### src/tmcap_pkg.sv
// Constants, offsets and field layouts for the timer counter and input capture block.
// Assumes a byte-wide register port driven on the rising edge of i_ref_clk.
//
// Functional notes
// - Sixteen-bit free-running up-counter, read as high and low bytes.
// - Counter ticks at CPU clock over 2, 4 or 8 per clock select.
// - Clock select both ones counts external pin edges of chosen polarity.
// - External edges are synchronised and counted on the CPU clock.
// - Counter loads FFFC at reset and on any low-byte count write.
// - Two count views; alternate low byte read never clears overflow flag.
// - High-byte read snapshots low byte; held until low byte is read.
// - After a finished sequence, lone low-byte read returns live low byte.
// - Overflow flag sets when counter wraps from FFFF to 0000.
// - Overflow request only with its enable set and global mask clear.
// - Overflow flag clears after status read then primary low-byte access.
// - Counter runs in wait, freezes in halt, resumes held count on wake.
// - Unbonded timer input pins read as constant one.
// - Active capture edge copies count into capture value and sets flag.
// - Channel one polarity in control one, channel two in control two.
// - Shared capture enable gates both capture flags onto the request.
// - Capture flag clears after status read then capture low-byte access.
// - Capture high-byte read blocks capture and flag until low byte read.
// - Capture register holds most recent capture; channels work independently.
// - In single pulse or PWM mode only channel two captures.
// - Capture pins feed capture logic whatever their port direction.
// - Reduced instance: channel two absent, its flag and capture value read zero.
package tmcap_pkg;
	// ==========================================
	// Register offsets (byte addresses)
	localparam logic [3:0] ADDR_CTRL_TWO = 4'h1;
	localparam logic [3:0] ADDR_CTRL_ONE = 4'h2;
	localparam logic [3:0] ADDR_FLAGS = 4'h3;
	localparam logic [3:0] ADDR_CAP1_HI = 4'h4;
	localparam logic [3:0] ADDR_CAP1_LO = 4'h5;
	localparam logic [3:0] ADDR_CNT_HI = 4'h8;
	localparam logic [3:0] ADDR_CNT_LO = 4'h9;
	localparam logic [3:0] ADDR_ALT_HI = 4'hA;
	localparam logic [3:0] ADDR_ALT_LO = 4'hB;
	localparam logic [3:0] ADDR_CAP2_HI = 4'hC;
	localparam logic [3:0] ADDR_CAP2_LO = 4'hD;
	// ==========================================
	// Field positions
	localparam int CTL1_CAP_IRQ_EN = 7;
	localparam int CTL1_OVF_IRQ_EN = 5;
	localparam int CTL1_EDGE_POL = 1;
	localparam int CTL2_PWM = 4;
	localparam int CTL2_SINGLE_PULSE = 5;
	localparam int CTL2_CLK_SEL_LO = 2;
	localparam int CTL2_EDGE_POL = 1;
	localparam int CTL2_EXT_EDGE = 0;
	localparam int FLG_CAP1 = 7;
	localparam int FLG_OVF = 5;
	localparam int FLG_CAP2 = 4;
	// ==========================================
	// Reset values and count limit
	localparam logic [15:0] COUNT_RELOAD = 16'hFFFC;
	localparam logic [15:0] COUNT_MAX = 16'hFFFF;
	localparam logic [7:0] CTRL_RESET = 8'h00;
	localparam logic [15:0] CAP_RESET = 16'h0000;
	// ==========================================
	// Clock select codes
	localparam logic [1:0] CLK_DIV2 = 2'b00;
	localparam logic [1:0] CLK_DIV4 = 2'b01;
	localparam logic [1:0] CLK_DIV8 = 2'b10;
	localparam logic [1:0] CLK_EXT = 2'b11;
	localparam logic [2:0] PRESC_MASK_DIV2 = 3'h1;
	localparam logic [2:0] PRESC_MASK_DIV4 = 3'h3;
	localparam logic [2:0] PRESC_MASK_DIV8 = 3'h7;
endpackage

### src/tmcap_top.sv
// Sixteen-bit timer counter, prescaler, overflow flag and two capture channels.
// Assumes a byte register port with read data one cycle after the read strobe.
`timescale 1ns/100ps
`default_nettype none
module tmcap_top #(
	parameter bit REDUCED = 1'b0,
	parameter bit EXT_BONDED = 1'b1,
	parameter bit CAP2_BONDED = 1'b1
) (
	input wire logic i_ref_clk,
	input wire logic i_rst_n,
	input wire logic i_clk_en,
	input wire logic [3:0] i_addr,
	input wire logic [7:0] i_wdata,
	input wire logic i_wr,
	input wire logic i_rd,
	output logic [7:0] o_rdata,
	input wire logic i_halt,
	input wire logic i_global_mask,
	input wire logic i_ext_count_pin,
	input wire logic i_capture_pin_1,
	input wire logic i_capture_pin_2,
	output logic o_timer_irq,
	output logic [15:0] o_counter_value
);
	logic [7:0] ctrl_one_q;
	logic [7:0] ctrl_two_q;
	logic [15:0] count_q;
	logic [2:0] presc_q;
	logic [7:0] lo_buf_q;
	logic buf_held_q;
	logic ovf_flag_q;
	logic ovf_armed_q;
	logic [7:0] rdata_q;
	logic ext_edge;
	logic cap1_edge;
	logic cap2_edge;
	logic [15:0] cap1_value;
	logic [15:0] cap2_value;
	logic cap1_flag;
	logic cap2_flag_raw;
	logic cap2_flag;
	logic tick;
	logic run;
	logic cnt_lo_wr;
	logic cnt_lo_acc;
	logic flags_rd;
	logic pwm_or_pulse;
	logic [1:0] clk_sel;
	logic [2:0] presc_mask;
	logic ext_pin;
	logic cap2_pin;

	// ==========================================
	// Address decode helpers
	function automatic logic hit(input logic [3:0] a, input logic [3:0] want, input logic s);
		hit = s & (a == want);
	endfunction

	function automatic logic is_cnt_hi(input logic [3:0] a);
		is_cnt_hi = (a == tmcap_pkg::ADDR_CNT_HI) | (a == tmcap_pkg::ADDR_ALT_HI);
	endfunction

	function automatic logic is_cnt_lo(input logic [3:0] a);
		is_cnt_lo = (a == tmcap_pkg::ADDR_CNT_LO) | (a == tmcap_pkg::ADDR_ALT_LO);
	endfunction

	assign clk_sel = ctrl_two_q[tmcap_pkg::CTL2_CLK_SEL_LO +: 2];
	assign pwm_or_pulse = ctrl_two_q[tmcap_pkg::CTL2_PWM] | ctrl_two_q[tmcap_pkg::CTL2_SINGLE_PULSE];
	assign run = i_clk_en & ~i_halt;
	assign flags_rd = hit(i_addr, tmcap_pkg::ADDR_FLAGS, i_rd);
	assign cnt_lo_wr = i_wr & is_cnt_lo(i_addr);
	assign cnt_lo_acc = hit(i_addr, tmcap_pkg::ADDR_CNT_LO, i_rd | i_wr);
	assign ext_pin = EXT_BONDED ? i_ext_count_pin : 1'b1;
	assign cap2_pin = CAP2_BONDED ? i_capture_pin_2 : 1'b1;

	// ==========================================
	// Pin synchronisers
	tmcap_sync_edge u_ext_sync (
		.i_ref_clk(i_ref_clk),
		.i_rst_n(i_rst_n),
		.i_clk_en(run),
		.i_pin(ext_pin),
		.i_rise_sel(ctrl_two_q[tmcap_pkg::CTL2_EXT_EDGE]),
		.o_edge(ext_edge)
	);

	tmcap_sync_edge u_cap1_sync (
		.i_ref_clk(i_ref_clk),
		.i_rst_n(i_rst_n),
		.i_clk_en(i_clk_en),
		.i_pin(i_capture_pin_1),
		.i_rise_sel(ctrl_one_q[tmcap_pkg::CTL1_EDGE_POL]),
		.o_edge(cap1_edge)
	);

	tmcap_sync_edge u_cap2_sync (
		.i_ref_clk(i_ref_clk),
		.i_rst_n(i_rst_n),
		.i_clk_en(i_clk_en),
		.i_pin(cap2_pin),
		.i_rise_sel(ctrl_two_q[tmcap_pkg::CTL2_EDGE_POL]),
		.o_edge(cap2_edge)
	);

	// ==========================================
	// Control registers
	always_ff @(posedge i_ref_clk or negedge i_rst_n) begin
		if (!i_rst_n) begin
			ctrl_one_q <= tmcap_pkg::CTRL_RESET;
		end else if (i_clk_en && hit(i_addr, tmcap_pkg::ADDR_CTRL_ONE, i_wr)) begin
			ctrl_one_q <= i_wdata;
		end
	end

	always_ff @(posedge i_ref_clk or negedge i_rst_n) begin
		if (!i_rst_n) begin
			ctrl_two_q <= tmcap_pkg::CTRL_RESET;
		end else if (i_clk_en && hit(i_addr, tmcap_pkg::ADDR_CTRL_TWO, i_wr)) begin
			ctrl_two_q <= i_wdata;
		end
	end

	// ==========================================
	// Prescaler and tick
	always_comb begin
		case (clk_sel)
			tmcap_pkg::CLK_DIV2: presc_mask = tmcap_pkg::PRESC_MASK_DIV2;
			tmcap_pkg::CLK_DIV4: presc_mask = tmcap_pkg::PRESC_MASK_DIV4;
			tmcap_pkg::CLK_DIV8: presc_mask = tmcap_pkg::PRESC_MASK_DIV8;
			default: presc_mask = tmcap_pkg::PRESC_MASK_DIV8;
		endcase
	end

	always_ff @(posedge i_ref_clk or negedge i_rst_n) begin
		if (!i_rst_n) begin
			presc_q <= 3'h0;
		end else if (run) begin
			presc_q <= 3'(presc_q + 3'h1);
		end
	end

	assign tick = (clk_sel == tmcap_pkg::CLK_EXT) ? ext_edge
		: ((presc_q & presc_mask) == presc_mask);

	// ==========================================
	// Free-running counter
	always_ff @(posedge i_ref_clk or negedge i_rst_n) begin
		if (!i_rst_n) begin
			count_q <= tmcap_pkg::COUNT_RELOAD;
		end else if (i_clk_en) begin
			if (cnt_lo_wr) begin
				count_q <= tmcap_pkg::COUNT_RELOAD;
			end else if (run && tick) begin
				count_q <= 16'(count_q + 16'h0001);
			end
		end
	end

	// ==========================================
	// Low byte buffer for 16-bit reads
	always_ff @(posedge i_ref_clk or negedge i_rst_n) begin
		if (!i_rst_n) begin
			lo_buf_q <= 8'h00;
			buf_held_q <= 1'b0;
		end else if (i_clk_en && i_rd) begin
			if (is_cnt_hi(i_addr) && !buf_held_q) begin
				lo_buf_q <= count_q[7:0];
				buf_held_q <= 1'b1;
			end else if (is_cnt_lo(i_addr)) begin
				buf_held_q <= 1'b0;
			end
		end
	end

	// ==========================================
	// Overflow flag, two-step clear, set wins
	always_ff @(posedge i_ref_clk or negedge i_rst_n) begin
		if (!i_rst_n) begin
			ovf_flag_q <= 1'b0;
			ovf_armed_q <= 1'b0;
		end else if (i_clk_en) begin
			if (run && tick && !cnt_lo_wr && count_q == tmcap_pkg::COUNT_MAX) begin
				ovf_flag_q <= 1'b1;
			end else if (ovf_armed_q && cnt_lo_acc) begin
				ovf_flag_q <= 1'b0;
			end
			if (flags_rd) begin
				ovf_armed_q <= ovf_flag_q;
			end else if (cnt_lo_acc) begin
				ovf_armed_q <= 1'b0;
			end
		end
	end

	// ==========================================
	// Capture channels
	tmcap_capture u_cap1 (
		.i_ref_clk(i_ref_clk),
		.i_rst_n(i_rst_n),
		.i_clk_en(i_clk_en),
		.i_enable(~pwm_or_pulse),
		.i_edge(cap1_edge),
		.i_count(count_q),
		.i_hi_rd(hit(i_addr, tmcap_pkg::ADDR_CAP1_HI, i_rd)),
		.i_lo_rd(hit(i_addr, tmcap_pkg::ADDR_CAP1_LO, i_rd)),
		.i_lo_acc(hit(i_addr, tmcap_pkg::ADDR_CAP1_LO, i_rd | i_wr)),
		.i_flags_rd(flags_rd),
		.o_value(cap1_value),
		.o_flag(cap1_flag)
	);

	tmcap_capture u_cap2 (
		.i_ref_clk(i_ref_clk),
		.i_rst_n(i_rst_n),
		.i_clk_en(i_clk_en),
		.i_enable(~REDUCED),
		.i_edge(cap2_edge),
		.i_count(count_q),
		.i_hi_rd(hit(i_addr, tmcap_pkg::ADDR_CAP2_HI, i_rd)),
		.i_lo_rd(hit(i_addr, tmcap_pkg::ADDR_CAP2_LO, i_rd)),
		.i_lo_acc(hit(i_addr, tmcap_pkg::ADDR_CAP2_LO, i_rd | i_wr)),
		.i_flags_rd(flags_rd),
		.o_value(cap2_value),
		.o_flag(cap2_flag_raw)
	);

	assign cap2_flag = cap2_flag_raw & ~REDUCED;

	// ==========================================
	// Read data, one cycle after the strobe
	always_ff @(posedge i_ref_clk or negedge i_rst_n) begin
		if (!i_rst_n) begin
			rdata_q <= 8'h00;
		end else if (i_clk_en) begin
			if (!i_rd) begin
				rdata_q <= 8'h00;
			end else begin
				case (i_addr)
					tmcap_pkg::ADDR_CTRL_ONE: rdata_q <= ctrl_one_q;
					tmcap_pkg::ADDR_CTRL_TWO: rdata_q <= ctrl_two_q;
					tmcap_pkg::ADDR_FLAGS: begin
						rdata_q <= 8'h00;
						rdata_q[tmcap_pkg::FLG_CAP1] <= cap1_flag;
						rdata_q[tmcap_pkg::FLG_OVF] <= ovf_flag_q;
						rdata_q[tmcap_pkg::FLG_CAP2] <= cap2_flag;
					end
					tmcap_pkg::ADDR_CNT_HI,
					tmcap_pkg::ADDR_ALT_HI: rdata_q <= count_q[15:8];
					tmcap_pkg::ADDR_CNT_LO,
					tmcap_pkg::ADDR_ALT_LO: rdata_q <= buf_held_q ? lo_buf_q : count_q[7:0];
					tmcap_pkg::ADDR_CAP1_HI: rdata_q <= cap1_value[15:8];
					tmcap_pkg::ADDR_CAP1_LO: rdata_q <= cap1_value[7:0];
					tmcap_pkg::ADDR_CAP2_HI: rdata_q <= REDUCED ? 8'h00 : cap2_value[15:8];
					tmcap_pkg::ADDR_CAP2_LO: rdata_q <= REDUCED ? 8'h00 : cap2_value[7:0];
					default: rdata_q <= 8'h00;
				endcase
			end
		end
	end

	assign o_rdata = rdata_q;
	assign o_counter_value = count_q;

	// Timer request: any enabled pending flag while the global mask is clear
	assign o_timer_irq = ~i_global_mask &
		((ovf_flag_q & ctrl_one_q[tmcap_pkg::CTL1_OVF_IRQ_EN]) |
		((cap1_flag | cap2_flag) & ctrl_one_q[tmcap_pkg::CTL1_CAP_IRQ_EN]));
endmodule
`default_nettype wire

### src/tmcap_sync_edge.sv
// Two-flop synchroniser with edge detection for one pin.
// Assumes the pin is asynchronous to i_ref_clk.
`timescale 1ns/100ps
`default_nettype none
module tmcap_sync_edge (
	input wire logic i_ref_clk,
	input wire logic i_rst_n,
	input wire logic i_clk_en,
	input wire logic i_pin,
	input wire logic i_rise_sel,
	output logic o_edge
);
	logic meta_q;
	logic sync_q;
	logic prev_q;
	logic [2:0] warm_q;

	// ==========================================
	// Synchroniser and edge detect
	always_ff @(posedge i_ref_clk or negedge i_rst_n) begin
		if (!i_rst_n) begin
			meta_q <= 1'b1;
			sync_q <= 1'b1;
			prev_q <= 1'b1;
			warm_q <= 3'h0;
		end else if (i_clk_en) begin
			meta_q <= i_pin;
			sync_q <= meta_q;
			prev_q <= sync_q;
			warm_q <= {warm_q[1:0], 1'b1};
		end
	end

	// No edge until the pipe holds real pin samples, so a low pin gives no edge after reset
	assign o_edge = i_clk_en & warm_q[2] & (i_rise_sel ? (sync_q & ~prev_q) : (~sync_q & prev_q));
endmodule
`default_nettype wire

### src/tmcap_capture.sv
// One input capture channel with high-byte read lock.
// Assumes strobes are one-cycle pulses from the register port.
`timescale 1ns/100ps
`default_nettype none
module tmcap_capture (
	input wire logic i_ref_clk,
	input wire logic i_rst_n,
	input wire logic i_clk_en,
	input wire logic i_enable,
	input wire logic i_edge,
	input wire logic [15:0] i_count,
	input wire logic i_hi_rd,
	input wire logic i_lo_rd,
	input wire logic i_lo_acc,
	input wire logic i_flags_rd,
	output logic [15:0] o_value,
	output logic o_flag
);
	logic [15:0] value_q;
	logic flag_q;
	logic lock_q;
	logic armed_q;
	logic take;

	assign take = i_enable & i_edge & ~lock_q;

	// ==========================================
	// Capture register
	always_ff @(posedge i_ref_clk or negedge i_rst_n) begin
		if (!i_rst_n) begin
			value_q <= tmcap_pkg::CAP_RESET;
		end else if (i_clk_en && take) begin
			value_q <= i_count;
		end
	end

	// ==========================================
	// Read lock between high and low byte reads
	always_ff @(posedge i_ref_clk or negedge i_rst_n) begin
		if (!i_rst_n) begin
			lock_q <= 1'b0;
		end else if (i_clk_en) begin
			if (i_hi_rd) begin
				lock_q <= 1'b1;
			end else if (i_lo_rd) begin
				lock_q <= 1'b0;
			end
		end
	end

	// ==========================================
	// Flag, two-step clear, set wins
	always_ff @(posedge i_ref_clk or negedge i_rst_n) begin
		if (!i_rst_n) begin
			flag_q <= 1'b0;
			armed_q <= 1'b0;
		end else if (i_clk_en) begin
			if (take) begin
				flag_q <= 1'b1;
			end else if (armed_q && i_lo_acc) begin
				flag_q <= 1'b0;
			end
			if (i_flags_rd) begin
				armed_q <= flag_q;
			end else if (i_lo_acc) begin
				armed_q <= 1'b0;
			end
		end
	end

	assign o_value = value_q;
	assign o_flag = flag_q;
endmodule
`default_nettype wire

### config.mk
export PLATFORM = sky130hd
export DESIGN_NAME = tmcap_top
export DESIGN_NICKNAME = d
export VERILOG_FILES = /design/src/tmcap_pkg.sv /design/src/tmcap_top.sv /design/src/tmcap_sync_edge.sv /design/src/tmcap_capture.sv
export SDC_FILE = /design/constraint.sdc
export NUM_CORES = 1
export LEC_CHECK = 0
export BUFFER_PORTS_ARGS = -buffer_cell sky130_fd_sc_hd__buf_2
export CAP_MARGIN = 10
export CORE_MARGIN = 3
export CORE_UTILIZATION = 60
export DETAILED_ROUTE_END_ITERATION = 8
export PLACE_DENSITY = 0.82
export SLEW_MARGIN = 20
export SYNTH_ARGS = -nofsm -noshare
export SYNTH_HDL_FRONTEND = slang
export SYNTH_HIERARCHICAL = 1
export SYNTH_SLANG_ARGS = --single-unit
### constraint.sdc
create_clock -name i_ref_clk -period 2.55 [get_ports i_ref_clk]
set_input_delay 0.1275 -clock i_ref_clk [delete_from_list [all_inputs] [get_ports i_ref_clk]]
set_output_delay 0.1275 -clock i_ref_clk [all_outputs]
set_load 0.02 [all_outputs]
**Word level (Yosys, flattened, before mapping)**

Index checks and enable logic that the tools add are counted.

- Bits in registers: 110
- Bits in latches: 0
- RAM bits: 0
- Bits in read-only memories: 0
- Output and inout bits: 25
- Logic and storage cells: 160
- Memories: 0

- Add/subtract/negate cells: 2
- $mul: 0
- Divide/modulo/power cells: 0
- $lt $le $gt $ge: 0
- Equal/unequal tests: 15
- Shift-type cells: 0
- Muxes and demuxes: 28
- Bitwise operators: 48
- Reduce and logical (&&, ||, !) cells: 38

Operators with widths:

| kind | number |
|---|---|
| 8-bit one-hot mux with 9 select lines | 1 |
| 16-bit two-way mux | 2 |
| 1-bit AND | 30 |
| 4-bit equality test, second input constant | 6 |
| 1-bit two-way mux | 22 |
| 2-bit AND reduction | 11 |
| 2-bit nonzero test | 10 |
| 16-bit by 1-bit adder with 16-bit output, second input constant | 1 |
| 16-bit equality test, second input constant | 1 |
| 8-bit two-way mux | 2 |
| 1-bit logical AND | 12 |
| 1-bit NOT | 11 |
| 4-bit by 2-bit equality test with 1-bit output, second input constant | 2 |
| 4-bit by 3-bit equality test with 1-bit output, second input constant | 2 |
| 1-bit OR | 6 |
| 3-bit one-hot mux with 2 select lines | 1 |
| 4-bit by 1-bit equality test with 1-bit output, second input constant | 1 |
| 2-bit OR reduction | 2 |
| 3-bit by 1-bit adder with 3-bit output, second input constant | 1 |
| 3-bit AND | 1 |
| 3-bit equality test | 1 |
| 2-bit by 1-bit equality test with 1-bit output, second input constant | 1 |
| 2-bit equality test, second input constant | 1 |
| 1-bit logical NOT | 2 |
| 2-bit logical NOT | 1 |

**Logic depth before layout (Yosys ltp)**

- Depth in word-level cells: 10
- Mapped depth: 11
- Depth with buffers taken out: 7

**Cells and area by module**

Netlist, hierarchy kept.

Modules (own cells, without submodules):

| module | times used | cells each | area an instance (µm²) |
|---|---|---|---|
| tmcap_top | 1 | 322 | 3228.1 |
| tmcap_capture | 2 | 44 | 767.0 |
| tmcap_sync_edge | 3 | 17 | 246.5 |

**Worst setup path after synthesis**

Ideal clock, no wire load.

- Path type: input port to flip-flop
- Start point: input port i_clk_en
- End point: register count_q[14] (netlist: o_counter_value[14])
- Data arrival time: 1798 ps
- Required time: 2486 ps
- Path slack: 688 ps
- Cell stages on the path: 11
- Buffers on the path: 4
- Cell sequence: buf_2 -> nor2b_1 -> buf_2 -> buf_2 -> nand2_1 -> a21oi_1 -> a32oi_1 -> a21boi_1 -> buf_6 -> or3_1 -> nand3_1

- Cells in the longest elaborated chain, start to end: 7

Ends and longest elaborated chain:

| element | RTL line | source |
|---|---|---|
| start, declared | tmcap_top.sv:12 | `input wire logic i_clk_en,` |
| 1-bit AND | tmcap_top.sv:70 | `assign run = i_clk_en & ~i_halt;` |
| named net run | tmcap_top.sv:44 | `logic run;` |
| 1-bit AND (2 in a row) | tmcap_sync_edge.sv:35 | `assign o_edge = i_clk_en & warm_q[2] & (i_rise_sel ? (sync_q & ~prev_q) : (~sync_q & prev_q));` |
| named net ext_edge | tmcap_top.sv:35 | `logic ext_edge;` |
| 1-bit two-way mux | tmcap_top.sv:143 | `assign tick = (clk_sel == tmcap_pkg::CLK_EXT) ? ext_edge` |
| 1-bit logical AND | tmcap_top.sv:154 | `end else if (run && tick) begin` |
| 2-bit nonzero test (no line) | n/a |  |
| 2-bit AND reduction (no line) | n/a |  |
| end signal, assigned | tmcap_top.sv:150 | `count_q <= tmcap_pkg::COUNT_RELOAD;` |
| end signal, assigned | tmcap_top.sv:153 | `count_q <= tmcap_pkg::COUNT_RELOAD;` |
| end signal, assigned | tmcap_top.sv:155 | `count_q <= 16'(count_q + 16'h0001);` |
| end, declared | tmcap_top.sv:28 | `logic [15:0] count_q;` |

The timed path passes the listed nets, and every way through them passes these cells.
A chain may end at the register's enable or synchronous reset.

**Worst setup path after layout**

- Start point: register buf_held_q
- End point: register rdata_q[4] (netlist: o_rdata[4])

- Cells in the longest elaborated chain, start to end: 3

Ends and longest elaborated chain:

| element | RTL line | source |
|---|---|---|
| start, declared | tmcap_top.sv:31 | `logic buf_held_q;` |
| start signal, assigned | tmcap_top.sv:165 | `buf_held_q <= 1'b0;` |
| start signal, assigned | tmcap_top.sv:169 | `buf_held_q <= 1'b1;` |
| start signal, assigned | tmcap_top.sv:171 | `buf_held_q <= 1'b0;` |
| 8-bit two-way mux | tmcap_top.sv:251 | `tmcap_pkg::ADDR_ALT_LO: rdata_q <= buf_held_q ? lo_buf_q : count_q[7:0];` |
| 8-bit one-hot mux with 9 select lines | tmcap_top.sv:239 | `case (i_addr)` |
| 8-bit two-way mux | tmcap_top.sv:236 | `if (!i_rd) begin` |
| end signal, assigned | tmcap_top.sv:240 | `tmcap_pkg::ADDR_CTRL_ONE: rdata_q <= ctrl_one_q;` |
| end signal, assigned | tmcap_top.sv:251 |  |
| end signal, assigned | tmcap_top.sv:252 | `tmcap_pkg::ADDR_CAP1_HI: rdata_q <= cap1_value[15:8];` |
| end, declared | tmcap_top.sv:34 | `logic [7:0] rdata_q;` |

No other way between the ends.

==> flow_summary.toml <==
[status]
status = "completed"

[global_route]
antenna_found_initial = 0
grt_use_total_pct = 27.5
grt_max_degree = 53
overflow = 0
grt_pass1_wl_um = 21800
grt_pass1_vias = 4100

[drt]
vias = 4109
dr.pass1.iters = 7
wire_per_inst_um = 21.1
first_iter_violations = 386
postRouteWirelength_um = 13200
drc = 0
antenna_left = 0
vias_per_cell = 6.54

[setup_path]
crit_family = "compound AO/OA/AOI/OAI gates"
cp_data_arrival_time_ns = 2.41
crit_fanout = 10
critPathMaxStageDelay_ns = 0.70
cpMaxStageDelayCell = "dfrtp_1"
r2r_cells = 5
worstSetupPathType = "reg2reg"
cp-start-kind = "flop"
path_cells = "mux2_1, a21oi_1, o32ai_1, a2111oi_0, o22ai_1"
worstReg2RegStart = "buf_held_q"
reg2reg_to = "o_rdata[4]"
critPathCaptureType = "flop"
critPathRequiredTime_ns = 2.77
path_buf_inv = 0
r2r_slack_ns = 0.36

[timing]
worstMarginPinSlew_ns = 0.867
timing.hold.ws_ns = 0.0119
worst_slack_ns = 0.364
finalHoldViolCount = 0
slew_headroom_pct = 41.4
clock_skew_ns = 0.0106
slew_violations = 0
period_needed_ns = 2.19
max_freq_mhz = 457
finalSetupViolations = 0
min_period_over_period_pct = 85.7
rsz0062_at_grt = "false"
tns_ns = 0

[worst_hold_path]
holdPathEnd = "ctrl_two_q[0]"
hold-path-cell-count = 2
hp-start = "i_wdata[0]"
hold_path.class = "in2reg"

[yosys]
yosysUniqueCellTypes = 70
synth_edf_count = 0
synth_ff_type = "dfrtp_1"
ys_top_cells_by_area = "dfrtp_1, mux2_2, dfstp_2"
synth_area_um2 = 5500
syn_nets = 485
ys_seq_elements = 110
synth.top_cell.area_share_pct = 39.6
synthArstFlopShare_pct = 100
yosys_warnings = 6
ys_seq_area_share_pct = 50.6
yosys.area.top_type = "dfrtp_1"
avgSynthCellArea_um2 = 11.9
synth_cells = 461

[die]
fp.dieArea_um2 = 10400
core_um2 = 8810
boundaryPins = 47
fp-row-count = 34
chipHeight_um = 102
dieWidth_um = 102
start_util_pct = 62.5

[placed_design]
pre_cts_ws_ns = 0.416
place_hpwl_um = 9260
io_buffers = 46
gp_congestion = 0.950

[pwr]
p_total_uw = 5480
leakage_uw = 0.00267
ir_worst_vdd_mv = 0.661
p_per_area_nw_per_um2 = 899

[clock_network]
ctsResizeCount = 0
htreeDepth = 3
clk_pin_slew_ns = 0.10
clockBufferDepth = 2
cts.sinks = 110
cts_root_buf = "clkbuf_8"
cts_buffers = 9
worstSkewPairLatency_ns = 0.37
cts_tree = "done"

[run]
max_cap_viol_count = 0

[finish]
nNetsFinal = 539
fill_cells = 646
drive_gt1_share_pct = 35.6
num_antenna_cells = 0
syn_to_final_growth_pct = 10.8
worst max path at each step:
stage | startpoint | endpoint | slack, ns | cells past startpoint
finish | buf_held_q | o_rdata[4] | 0.36 | 5
floorplan | i_clk_en | o_counter_value[14] | 0.69 | 11
global placement | buf_held_q | o_rdata[4] | 0.49 | 5
detailed placement | buf_held_q | o_rdata[4] | 0.42 | 5
CTS | buf_held_q | o_rdata[4] | 0.40 | 5
global route | buf_held_q | o_rdata[4] | 0.15 | 5
cells in the final DEF, fill, tap and decap left out, drive strengths merged, types with 6 or more instances in the layout:
master       count
and3            10
nor3             6
nand3           12
nor2b            7
nand2           29
mux2            77
buf             58
a22oi            8
inv             13
clkbuf          14
nand2b           8
o21ai           23
o221ai           6
dfstp           23
dlygate4sd3      9
nor2            12
dfrtp           87
mux2i            6
a21oi           18
cells in the mapped netlist (5+ instances only):
master / count
nand2_1: 29
clkbuf_1: 7
inv_1: 11
xor2_1: 5
a21oi_1: 18
mux2_4: 18
a22o_1: 5
nand3_1: 11
mux2_2: 57
nor3_1: 6
a22oi_1: 8
o221ai_1: 6
nand2b_1: 8
nor2b_1: 7
buf_2: 10
o21ai_0: 14
nor2_1: 10
dfrtp_1: 87
mux2i_1: 6
dfstp_2: 23
and3_1: 10
o21ai_1: 8
o22ai_1: 5
cell type report:
class                   instances  area (um2)  share of cell area (%)
clock buffers                  14         163                    2.67
repair buffers                 67         425                    6.98
clock inverters                 2        16.3                   0.267
inverters                      13        48.8                   0.800
well taps                     108         135                    2.22
multi-input cells             314        2530                    41.5
flip-flops and latches        110        2780                    45.6
cell families (layout without fill, tap and decap cells):
logic type / count (synthesis) / after routing / share of synthesized area (%)
compound gates: 97 / 97 / 12.4
xor+xnor: 7 / 7 / 1.11
fa+ha+maj: 2 / 2 / 0.455
buf+inv: 37 / 96 / 3.50
flops: 110 / 110 / 50.6
mux: 83 / 83 / 18.1
other cells: 1 / 1 / 0.0682
simple gates: 124 / 124 / 13.9
through the flow:
step | cells | util (%) | area (um2)
3_3_place_gp | 603 | 66.2 | 5830
3_5_place_dp | 603 | 66.2 | 5830
5_1_grt | 628 | 69.2 | 6100
2_1_floorplan | 461 | - | 5500
6_report | 628 | 69.2 | 6100
4_1_cts | 628 | 69.2 | 6100
flip-flops by register name, summed over array words and instances (netlist names), 3 cells and up:
register and flops:
ctrl_one_q 8, ctrl_two_q 8, lo_buf_q 8, o_counter_value 16, o_rdata 8, presc_q 3, u_cap1/o_value 16, u_cap1_sync/warm_q 3
u_cap2/o_value 16, u_cap2_sync/warm_q 3, u_ext_sync/warm_q 3
report_power, final:
part,switching (uW),leakage (uW),internal (uW)
Sequential,526,0.00128,2350
Combinational,784,0.00130,835
Clock,570,0.0000869,413
timing repair:
action	CTS	global route
hold endpoints to repair	57	0
buffers inserted	0	0
hold buffers	9	0
worst register-to-register path: stages (launching register included):
cell	delay, ns
dfrtp_1	0.70
mux2_1	0.41
a21oi_1	0.17
o32ai_1	0.09
a2111oi_0	0.55
o22ai_1	0.12
layer usage:
metal,global-route usage (%),vias up,part of all wire [%]
met5,0,-,0
met4,10.0,0,2.9
met3,5.17,36,6.6
met2,43.0,205,48
met1,38.4,2037,42
li1,-,1831,-
Power figures use the tool's default switching activity.
